===== config.mk =====
export PLATFORM = sky130hd
export DESIGN_NAME = fsp_dispatcher
export DESIGN_NICKNAME = d
export VERILOG_FILES = /design/src/fsp_param_ram.v /design/src/fsp_unit_timer.v /design/src/fsp_dispatcher.v
export VERILOG_INCLUDE_DIRS = /design/src
export SDC_FILE = /design/constraint.sdc
export NUM_CORES = 2
export LEC_CHECK = 0
export ABC_AREA = 1
export BUFFER_PORTS_ARGS = -buffer_cell sky130_fd_sc_hd__buf_4
export CORE_MARGIN = 2
export CORE_UTILIZATION = 55
export DETAILED_ROUTE_END_ITERATION = 10
export GPL_ROUTABILITY_DRIVEN = 0
export PLACE_DENSITY = 0.71
export RECOVER_POWER = 50
export SLEW_MARGIN = 0
export SYNTH_ARGS = -nofsm -noshare
export SYNTH_HDL_FRONTEND = slang
export SYNTH_SLANG_ARGS = --single-unit

===== constraint.sdc =====
create_clock -name ref_clk -period 4.3 [get_ports ref_clk]
set_input_delay 0.86 -clock ref_clk [delete_from_list [all_inputs] [get_ports ref_clk]]
set_output_delay 0.86 -clock ref_clk [all_outputs]
set_load 0.02 [all_outputs]

===== src/fsp_defs.vh =====
`ifndef FSP_DEFS_VH
`define FSP_DEFS_VH

// ==========================================================
// apb register byte offsets and ctrl/status bit positions
`define FSP_REG_FUNC 8'h00
`define FSP_REG_ARG2 8'h04
`define FSP_REG_ARG3 8'h08
`define FSP_REG_ARG4 8'h0C
`define FSP_REG_PTR 8'h10
`define FSP_REG_CTRL 8'h14
`define FSP_REG_RESULT 8'h18
`define FSP_CTRL_GO 0
`define FSP_STAT_BUSY 0
`define FSP_STAT_NMI 1

// ==========================================================
// function codes
`define FSP_FN_ERASE_VFY 4'h3
`define FSP_FN_BYTE_VFY 4'h4
`define FSP_FN_INFO 4'h5
`define FSP_FN_WORD_WR 4'h7
`define FSP_FN_PRE_WR 4'hB
`define FSP_FN_INT_VFY 4'hC
`define FSP_FN_WRITE_BACK 4'hD
`define FSP_FN_AREA_ERASE 4'hE

// ==========================================================
// parameter block word indices and fields
`define FSP_IDX_CTRL 4'h1
`define FSP_IDX_ERASE 4'h2
`define FSP_IDX_WBACK 4'h3
`define FSP_IDX_TIMER 4'h4
`define FSP_IDX_LAST 4'h4
`define FSP_PB_WORDS 12
`define FSP_NMI_BIT 7
`define FSP_WORD_STEP 32'h00000004

// ==========================================================
// completion codes
`define FSP_CC_OK 32'h00000000
`define FSP_CC_REJECT 32'h00000001
`define FSP_CC_FLASH_ERR 32'h00000002

`endif


===== src/fsp_param_ram.v =====
`include "fsp_defs.vh"

// local copy of the 48-byte parameter block, registered read
module fsp_param_ram (
  // clock and reset
  input wire ref_clk,
  input wire reset_n,
  // write port
  input wire we,
  input wire [3:0] waddr,
  input wire [31:0] wdata,
  // read port
  input wire [3:0] raddr,
  output reg [31:0] rdata
);

  reg [31:0] mem [0:`FSP_PB_WORDS-1];

  // ==========================================================
  // storage: the array itself needs no reset
  always @(posedge ref_clk) begin
    if (we) begin
      mem[waddr] <= wdata;
    end
  end

  // read data from a flop so timing stays short
  always @(posedge ref_clk or negedge reset_n) begin
    if (!reset_n) begin
      rdata <= 32'h00000000;
    end else begin
      rdata <= mem[raddr];
    end
  end

endmodule


===== src/fsp_unit_timer.v =====
`include "fsp_defs.vh"

// 16-bit down counter ticking at half the clock, auto reload
module fsp_unit_timer (
  // clock and reset
  input wire ref_clk,
  input wire reset_n,
  // control
  input wire start,
  input wire run,
  input wire [15:0] reload,
  // event
  output reg expire
);

  reg half;
  reg [15:0] cnt;
  reg [15:0] val;

  // ==========================================================
  // each period lasts (reload + 1) ticks of clock / 2
  always @(posedge ref_clk or negedge reset_n) begin
    if (!reset_n) begin
      half <= 1'b0;
      cnt <= 16'h0000;
      val <= 16'h0000;
      expire <= 1'b0;
    end else begin
      expire <= 1'b0;
      if (start) begin
        half <= 1'b0;
        cnt <= reload;
        val <= reload;
      end else if (run) begin
        half <= ~half;
        if (half) begin
          if (cnt == 16'h0000) begin
            expire <= 1'b1;
            cnt <= val;
          end else begin
            cnt <= cnt - 16'h0001;
          end
        end
      end
    end
  end

endmodule


===== src/fsp_dispatcher.v =====
// Design decisions made here: the register addresses and the APB register port.
`include "fsp_defs.vh"

// self-programming command dispatcher with apb slave
module fsp_dispatcher (
  // clock and reset
  input wire ref_clk,
  input wire reset_n,
  // apb slave
  input wire psel,
  input wire penable,
  input wire pwrite,
  input wire [7:0] paddr,
  input wire [31:0] pwdata,
  output reg [31:0] prdata,
  output wire pready,
  output wire pslverr,
  // ram master for the parameter block and source data
  output reg mem_req,
  output reg mem_we,
  output reg [31:0] mem_addr,
  output reg [31:0] mem_wdata,
  input wire [31:0] mem_rdata,
  input wire mem_ack,
  // flash array operation port
  output reg [3:0] flash_op,
  output reg [31:0] flash_addr,
  output reg [31:0] flash_count,
  output reg [31:0] flash_wdata,
  output reg flash_go,
  output wire flash_hv,
  input wire flash_done,
  input wire flash_fail,
  input wire [31:0] flash_info,
  // non-maskable interrupt seen by the cpu
  input wire nmi
);

  localparam S_IDLE = 4'h0;
  localparam S_FETCH = 4'h1;
  localparam S_DISP = 4'h2;
  localparam S_SRC = 4'h3;
  localparam S_GO = 4'h4;
  localparam S_PREP1 = 4'h5;
  localparam S_PREP2 = 4'h6;
  localparam S_PREP3 = 4'h7;
  localparam S_PULSE = 4'h8;
  localparam S_WAIT = 4'h9;
  localparam S_NEXT = 4'hA;
  localparam S_NMIWR = 4'hB;
  localparam S_END = 4'hC;

  reg [3:0] state;
  reg [31:0] func;
  reg [31:0] arg2;
  reg [31:0] arg3;
  reg [31:0] arg4;
  reg [31:0] ptr;
  reg [31:0] completion_code;
  reg nmi_seen;
  reg [3:0] idx;
  reg [31:0] word_no;
  reg [31:0] units;
  reg [31:0] last_area;
  reg [3:0] ram_raddr;
  reg tmr_start;
  reg [15:0] tmr_reload;
  wire [31:0] ram_rdata;
  wire tmr_expire;
  wire busy;
  wire setup_rd;
  wire acc_wr;
  wire mapped;
  wire code_ok;
  wire wr_pulse_op;
  wire timed_op;
  wire [3:0] code;
  wire [15:0] half_word;

  assign busy = (state != S_IDLE);
  assign code = func[3:0];
  // reserved and prohibited codes fall outside this set
  assign code_ok = (func[31:4] == 28'h0000000) &&
    (code == `FSP_FN_ERASE_VFY || code == `FSP_FN_BYTE_VFY ||
     code == `FSP_FN_INFO || code == `FSP_FN_WORD_WR ||
     code == `FSP_FN_PRE_WR || code == `FSP_FN_INT_VFY ||
     code == `FSP_FN_WRITE_BACK || code == `FSP_FN_AREA_ERASE);
  assign wr_pulse_op = (code == `FSP_FN_WORD_WR) ||
    (code == `FSP_FN_PRE_WR);
  assign timed_op = wr_pulse_op || (code == `FSP_FN_AREA_ERASE) ||
    (code == `FSP_FN_WRITE_BACK);
  // low half is the unit timer value, high half the write pulse
  assign half_word = wr_pulse_op ? ram_rdata[31:16] : ram_rdata[15:0];
  assign flash_hv = (state == S_PULSE);

  // ==========================================================
  // apb slave: zero wait states, unmapped offsets flag an error
  assign mapped = (paddr == `FSP_REG_FUNC) || (paddr == `FSP_REG_ARG2) ||
    (paddr == `FSP_REG_ARG3) || (paddr == `FSP_REG_ARG4) ||
    (paddr == `FSP_REG_PTR) || (paddr == `FSP_REG_CTRL) ||
    (paddr == `FSP_REG_RESULT);
  assign pready = 1'b1;
  assign pslverr = psel && penable && !mapped;
  assign setup_rd = psel && !penable && !pwrite;
  assign acc_wr = psel && penable && pwrite;

  // read data captured in the setup cycle
  always @(posedge ref_clk or negedge reset_n) begin
    if (!reset_n) begin
      prdata <= 32'h00000000;
    end else if (setup_rd) begin
      case (paddr)
        `FSP_REG_FUNC: prdata <= func;
        `FSP_REG_ARG2: prdata <= arg2;
        `FSP_REG_ARG3: prdata <= arg3;
        `FSP_REG_ARG4: prdata <= arg4;
        `FSP_REG_PTR: prdata <= ptr;
        `FSP_REG_CTRL: prdata <= {30'h00000000, nmi_seen, busy};
        `FSP_REG_RESULT: prdata <= completion_code;
        default: prdata <= 32'h00000000;
      endcase
    end
  end

  // argument registers are frozen while a call runs
  always @(posedge ref_clk or negedge reset_n) begin
    if (!reset_n) begin
      func <= 32'h00000000;
      arg2 <= 32'h00000000;
      arg3 <= 32'h00000000;
      arg4 <= 32'h00000000;
      ptr <= 32'h00000000;
    end else if (acc_wr && !busy) begin
      case (paddr)
        `FSP_REG_FUNC: func <= pwdata;
        `FSP_REG_ARG2: arg2 <= pwdata;
        `FSP_REG_ARG3: arg3 <= pwdata;
        `FSP_REG_ARG4: arg4 <= pwdata;
        `FSP_REG_PTR: ptr <= pwdata;
        default: ;
      endcase
    end
  end

  // ==========================================================
  // parameter block copy and step timer
  always @* begin
    case (state)
      S_PREP1: ram_raddr = (code == `FSP_FN_AREA_ERASE) ?
        `FSP_IDX_ERASE : `FSP_IDX_WBACK;
      S_PREP2: ram_raddr = `FSP_IDX_TIMER;
      default: ram_raddr = `FSP_IDX_CTRL;
    endcase
  end

  fsp_param_ram u_ram (
    .ref_clk(ref_clk),
    .reset_n(reset_n),
    .we(state == S_FETCH && mem_req && mem_ack),
    .waddr(idx),
    .wdata(mem_rdata),
    .raddr(ram_raddr),
    .rdata(ram_rdata)
  );

  fsp_unit_timer u_tmr (
    .ref_clk(ref_clk),
    .reset_n(reset_n),
    .start(tmr_start),
    .run(state == S_PULSE),
    .reload(tmr_reload),
    .expire(tmr_expire)
  );

  // nmi during a call; the start clears it only while idle
  always @(posedge ref_clk or negedge reset_n) begin
    if (!reset_n) begin
      nmi_seen <= 1'b0;
    end else if (nmi && busy) begin
      nmi_seen <= 1'b1;
    end else if (acc_wr && !busy && paddr == `FSP_REG_CTRL &&
                 pwdata[`FSP_CTRL_GO]) begin
      nmi_seen <= 1'b0;
    end
  end

  // ==========================================================
  // call sequencer
  always @(posedge ref_clk or negedge reset_n) begin
    if (!reset_n) begin
      state <= S_IDLE;
      completion_code <= `FSP_CC_OK;
      idx <= 4'h0;
      word_no <= 32'h00000000;
      units <= 32'h00000000;
      last_area <= 32'h00000000;
      mem_req <= 1'b0;
      mem_we <= 1'b0;
      mem_addr <= 32'h00000000;
      mem_wdata <= 32'h00000000;
      flash_op <= 4'h0;
      flash_addr <= 32'h00000000;
      flash_count <= 32'h00000000;
      flash_wdata <= 32'h00000000;
      flash_go <= 1'b0;
      tmr_start <= 1'b0;
      tmr_reload <= 16'h0000;
    end else begin
      flash_go <= 1'b0;
      tmr_start <= 1'b0;
      case (state)
        S_IDLE: begin
          if (acc_wr && paddr == `FSP_REG_CTRL && pwdata[`FSP_CTRL_GO]) begin
            idx <= `FSP_IDX_CTRL;
            word_no <= 32'h00000000;
            state <= S_FETCH;
          end
        end
        // copy the block words the sequencer uses
        S_FETCH: begin
          if (!mem_req) begin
            mem_req <= 1'b1;
            mem_we <= 1'b0;
            mem_addr <= ptr + {26'h0000000, idx, 2'b00};
          end else if (mem_ack) begin
            mem_req <= 1'b0;
            idx <= idx + 4'h1;
            if (idx == `FSP_IDX_LAST) begin
              state <= S_DISP;
            end
          end
        end
        S_DISP: begin
          flash_op <= code;
          flash_count <= arg3;
          if (!code_ok) begin
            completion_code <= `FSP_CC_REJECT;
            state <= S_END;
          end else if (code == `FSP_FN_WORD_WR) begin
            completion_code <= `FSP_CC_OK;
            state <= (arg4 == 32'h00000000) ? S_END : S_SRC;
          end else begin
            if (code != `FSP_FN_WRITE_BACK) begin
              completion_code <= `FSP_CC_OK;
            end
            // 3 and 13 act on the last erased area
            if (code == `FSP_FN_ERASE_VFY ||
                code == `FSP_FN_WRITE_BACK) begin
              flash_addr <= last_area;
            end else begin
              flash_addr <= arg2;
            end
            if (code == `FSP_FN_AREA_ERASE) begin
              last_area <= arg2;
            end
            state <= S_GO;
          end
        end
        // fetch one source word for the word write
        S_SRC: begin
          if (!mem_req) begin
            mem_req <= 1'b1;
            mem_we <= 1'b0;
            mem_addr <= arg3 + {word_no[29:0], 2'b00};
          end else if (mem_ack) begin
            mem_req <= 1'b0;
            flash_wdata <= mem_rdata;
            flash_addr <= arg2 + {word_no[29:0], 2'b00};
            flash_count <= `FSP_WORD_STEP;
            state <= S_GO;
          end
        end
        S_GO: begin
          flash_go <= 1'b1;
          state <= timed_op ? S_PREP1 : S_WAIT;
        end
        S_PREP1: begin
          state <= S_PREP2;
        end
        // write pulse is a single period; others count units
        S_PREP2: begin
          units <= wr_pulse_op ? 32'h00000001 : ram_rdata;
          state <= S_PREP3;
        end
        S_PREP3: begin
          tmr_reload <= half_word - 16'h0001;
          tmr_start <= 1'b1;
          state <= (units == 32'h00000000) ? S_WAIT : S_PULSE;
        end
        S_PULSE: begin
          if (tmr_expire) begin
            units <= units - 32'h00000001;
            if (units == 32'h00000001) begin
              state <= S_WAIT;
            end
          end
        end
        S_WAIT: begin
          if (flash_done) begin
            if (code == `FSP_FN_INFO) begin
              completion_code <= flash_info;
              state <= S_END;
            end else if (flash_fail && code != `FSP_FN_WRITE_BACK) begin
              completion_code <= `FSP_CC_FLASH_ERR;
              state <= S_END;
            end else begin
              state <= (code == `FSP_FN_WORD_WR) ? S_NEXT : S_END;
            end
          end
        end
        S_NEXT: begin
          word_no <= word_no + 32'h00000001;
          state <= (word_no + 32'h00000001 == arg4) ? S_END : S_SRC;
        end
        // set the nmi flag in the block, never clear it
        S_END: begin
          state <= nmi_seen ? S_NMIWR : S_IDLE;
        end
        S_NMIWR: begin
          if (!mem_req) begin
            mem_req <= 1'b1;
            mem_we <= 1'b1;
            mem_addr <= ptr + {26'h0000000, `FSP_IDX_CTRL, 2'b00};
            mem_wdata <= ram_rdata | (32'h00000001 << `FSP_NMI_BIT);
          end else if (mem_ack) begin
            mem_req <= 1'b0;
            mem_we <= 1'b0;
            state <= S_IDLE;
          end
        end
        default: state <= S_IDLE;
      endcase
    end
  end

endmodule


==> results.py <==
metrics = {
    "clock_network": {
        "cts-root-buf": "clkbuf_16",
        "post-cts-setup-buffers": 0,
        "cts_made_buffers": 80,
        "cts_max_level": 3,
        "cts_tree": "built",
        "clk_path_buf_depth": 3,
        "clk_pin_slew_worst_paths_ns": 0.06,
        "cts_hold_buf": 0,
        "cts.repair.resized": 0,
        "insertion_delay_ns": 0.65,
        "clkSinkCount": 739,
    },
    "grt": {
        "antenna_found_initial": 3,
        "grt_usage": 0.361,
        "grt_pass1_vias": 31200,
        "grt_max_degree": 103,
        "grt_overflow": 0,
        "grt_pass1_wl_um": 191000,
    },
    "drt": {
        "vias_per_cell": 6.04,
        "drt-initial-drc-count": 4810,
        "final_antenna_net_count": 0,
        "route.detailed.wl_per_inst_um": 22.6,
        "first_pass_iters": 8,
        "drc_errors": 0,
        "routed_wl_um": 127000,
        "vias": 33900,
    },
    "power": {
        "leakage_nw": 19.6,
        "power_mw": 24.4,
        "irDropWorstVdd_uv": 433,
        "pwr_density_cell_nw_per_um2": 568,
    },
    "setup_path": {
        "worstSetupPathType": "reg -> reg",
        "required_ns": 4.83,
        "start_kind": "flip-flop",
        "cp_max_fo": 64,
        "end_kind": "flip-flop",
        "crit_arrival_ns": 4.32,
    },
    "synth": {
        "synth_top_family_by_area": "simple AND/OR/NAND/NOR gates",
        "yosysMostFrequentCell": "nand2_1",
        "syn_avg_cell_area_um2": 8.47,
        "synthCells": 4387,
        "synthDistinctLibCells": 61,
        "synth_edf_count": 160,
        "synth-compound-area-share": 0.164,
        "ys_ff_latch": 739,
        "synth_top_area_frac": 0.390,
        "yosysSeqAreaShare": 0.519,
        "ys.flop_type": "dfrtp_1",
        "synth_area_leaders": "dfrtp_1 39%, edfxtp_1 13%, nand2_1 10%",
        "synth_area_um2": 37100,
        "synth_xor_area_frac": 0.0120,
        "synthArstFlopShare": 0.783,
        "syn_nets": 4575,
        "synth.area.mux_share": 0.0178,
        "yosys.area_share.simple": 0.198,
        "yosys.area.top_type": "dfrtp_1",
        "synth_commonest_cells": "998 x nand2_1, 579 x dfrtp_1, 506 x o21ai_0",
        "synthAdderAreaFrac": 0.0259,
        "yosysWarnings": 0,
    },
    "finish": {
        "stdcell_area_um2": 43000,
        "drive_above_1_share": 0.121,
        "n_fill_cell": 5782,
        "nets": 4868,
        "syn_to_final_growth_pct": 15.9,
        "postLayoutCoreUtil": 0.642,
    },
    "outcome": {
        "violations": "capacitance limit, slew limit",
        "outcome": "finished with violations",
    },
    "placed_design": {
        "place_hpwl_um": 92200,
        "place_area_um2": 40600,
        "numPortBuffers": 313,
    },
    "min_path": {
        "hp-class": "reg -> reg",
    },
    "timing": {
        "post-route-period-util": 0.883,
        "finalHoldWorstSlack_ns": 0.441,
        "finalSetupTns_ns": 0,
        "rsz0062_at_grt": "no",
        "skew_ns": 0.0343,
        "fmax_mhz": 263,
        "period_needed_ns": 3.80,
        "max_slew_margin": -1.05,
        "hold_violations": 0,
        "setup_viol": 0,
        "drv_slew": 183,
        "worst_pin_slew_ns": 3.08,
    },
    "flow_run": {
        "max-cap-violations": 3,
    },
    "floorplan": {
        "start_util": 0.554,
        "die_area_um2": 69600,
        "die_h_um": 264,
        "core_um2": 67000,
        "io_pins": 315,
        "num_rows": 95,
        "die_x_um": 264,
    },
}
-- worst max-delay path, cell delays in order (launching register included) --
cell and delay [ns]:
dfrtp_1 0.44, inv_1 0.11, nor2_1 0.28, inv_1 0.17, nor2_1 0.89, buf_4 0.49
o21ai_0 0.17, inv_2 0.75, nand3_1 0.17, o21ai_0 0.16
-- logic make-up after synthesis --
kind of cell / Yosys count
and+or+nand+nor: 1780
DFF: 739
xor gates and xnor gates: 51
muxes: 59
adders and majority gates: 75
other: 1
AOI/OAI and AO/OA: 1069
buffers and inverters: 613
-- layout make-up --
class                   count  area, um2  share of cell area
clock buffers             111       2280              0.0530
clock inverters            34        447              0.0104
inverters                 447       1680              0.0390
repair buffers            377       2650              0.0616
well taps                 873       1090              0.0254
flip-flops and latches    739      19300               0.448
diodes                      2       5.00            0.000116
multi-input cells        3035      15600               0.362
-- registers in the layout, summed over array words and instances (netlist names), 32 cells and up --
| signal | flops |
|---|---|
| ptr | 32 |
| word_no | 32 |
| mem_wdata | 32 |
| u_ram.mem | 160 |
| flash_addr | 32 |
| func | 32 |
| mem_addr | 32 |
| prdata | 32 |
| flash_wdata | 32 |
| arg2 | 32 |
| completion_code | 32 |
| arg3 | 32 |
| arg4 | 32 |
| flash_count | 32 |
| units | 32 |
| u_ram.rdata | 32 |
| last_area | 32 |
-- layout by cell type (no fill, tap or decap), types with 15 or more instances in the layout --
cell,n
a22o_1,32
o22ai_1,91
clkbuf_16,81
o211ai_1,31
buf_4,301
o221ai_1,15
inv_2,23
nor3_1,40
o31ai_1,16
edfxtp_1,160
ha_1,72
nand2_1,993
clkbuf_1,81
a221oi_1,17
xor2_1,38
a21oi_1,194
o21ai_0,506
nand4_1,42
inv_1,420
dfrtp_1,579
o2111ai_1,16
nor2_1,426
a31oi_1,43
o21ai_1,54
nor4_1,18
nand3_1,193
mux2_2,57
-- per-stage QoR --
stage	cells	setup WS, ns
2_1_floorplan	4387	0.382
3_3_place_gp	5471	1.16
3_5_place_dp	5471	1.07
4_1_cts	5616	0.953
5_1_grt	5617	0.351
6_report	5618	0.504
-- final timing paths --
check	from	to	slack, ns	cells after the start
worst max-delay path	state[1]	completion_code[26]	0.50	9
worst min-delay path	u_ram.mem[4][1]	u_ram.rdata[1]	0.44	2
worst max register to register	state[1]	completion_code[26]	0.50	9
worst min register to register	u_ram.mem[4][1]	u_ram.rdata[1]	0.44	2
max in group asynchronous	reset_n	units[13]	0.91	2
min in group asynchronous	reset_n	flash_addr[24]	1.19	1
-- metal layers --
| layer | vias up | GRT usage | routed length, um |
|---|---|---|---|
| li1 | 15500 | - | - |
| met1 | 16000 | 0.535 | 52500 |
| met4 | 2 | 0.159 | 6460 |
| met2 | 2135 | 0.504 | 52100 |
| met3 | 314 | 0.0850 | 15800 |
| met5 | - | 0 | 11 |
-- report_power, final --
part | total, mW | internal, mW | switching (mW)
Combinational | 7.59 | 2.59 | 5.00
Sequential | 9.74 | 8.36 | 1.37
Clock | 7.10 | 4.12 | 2.99
Power figures use the tool's default switching activity.
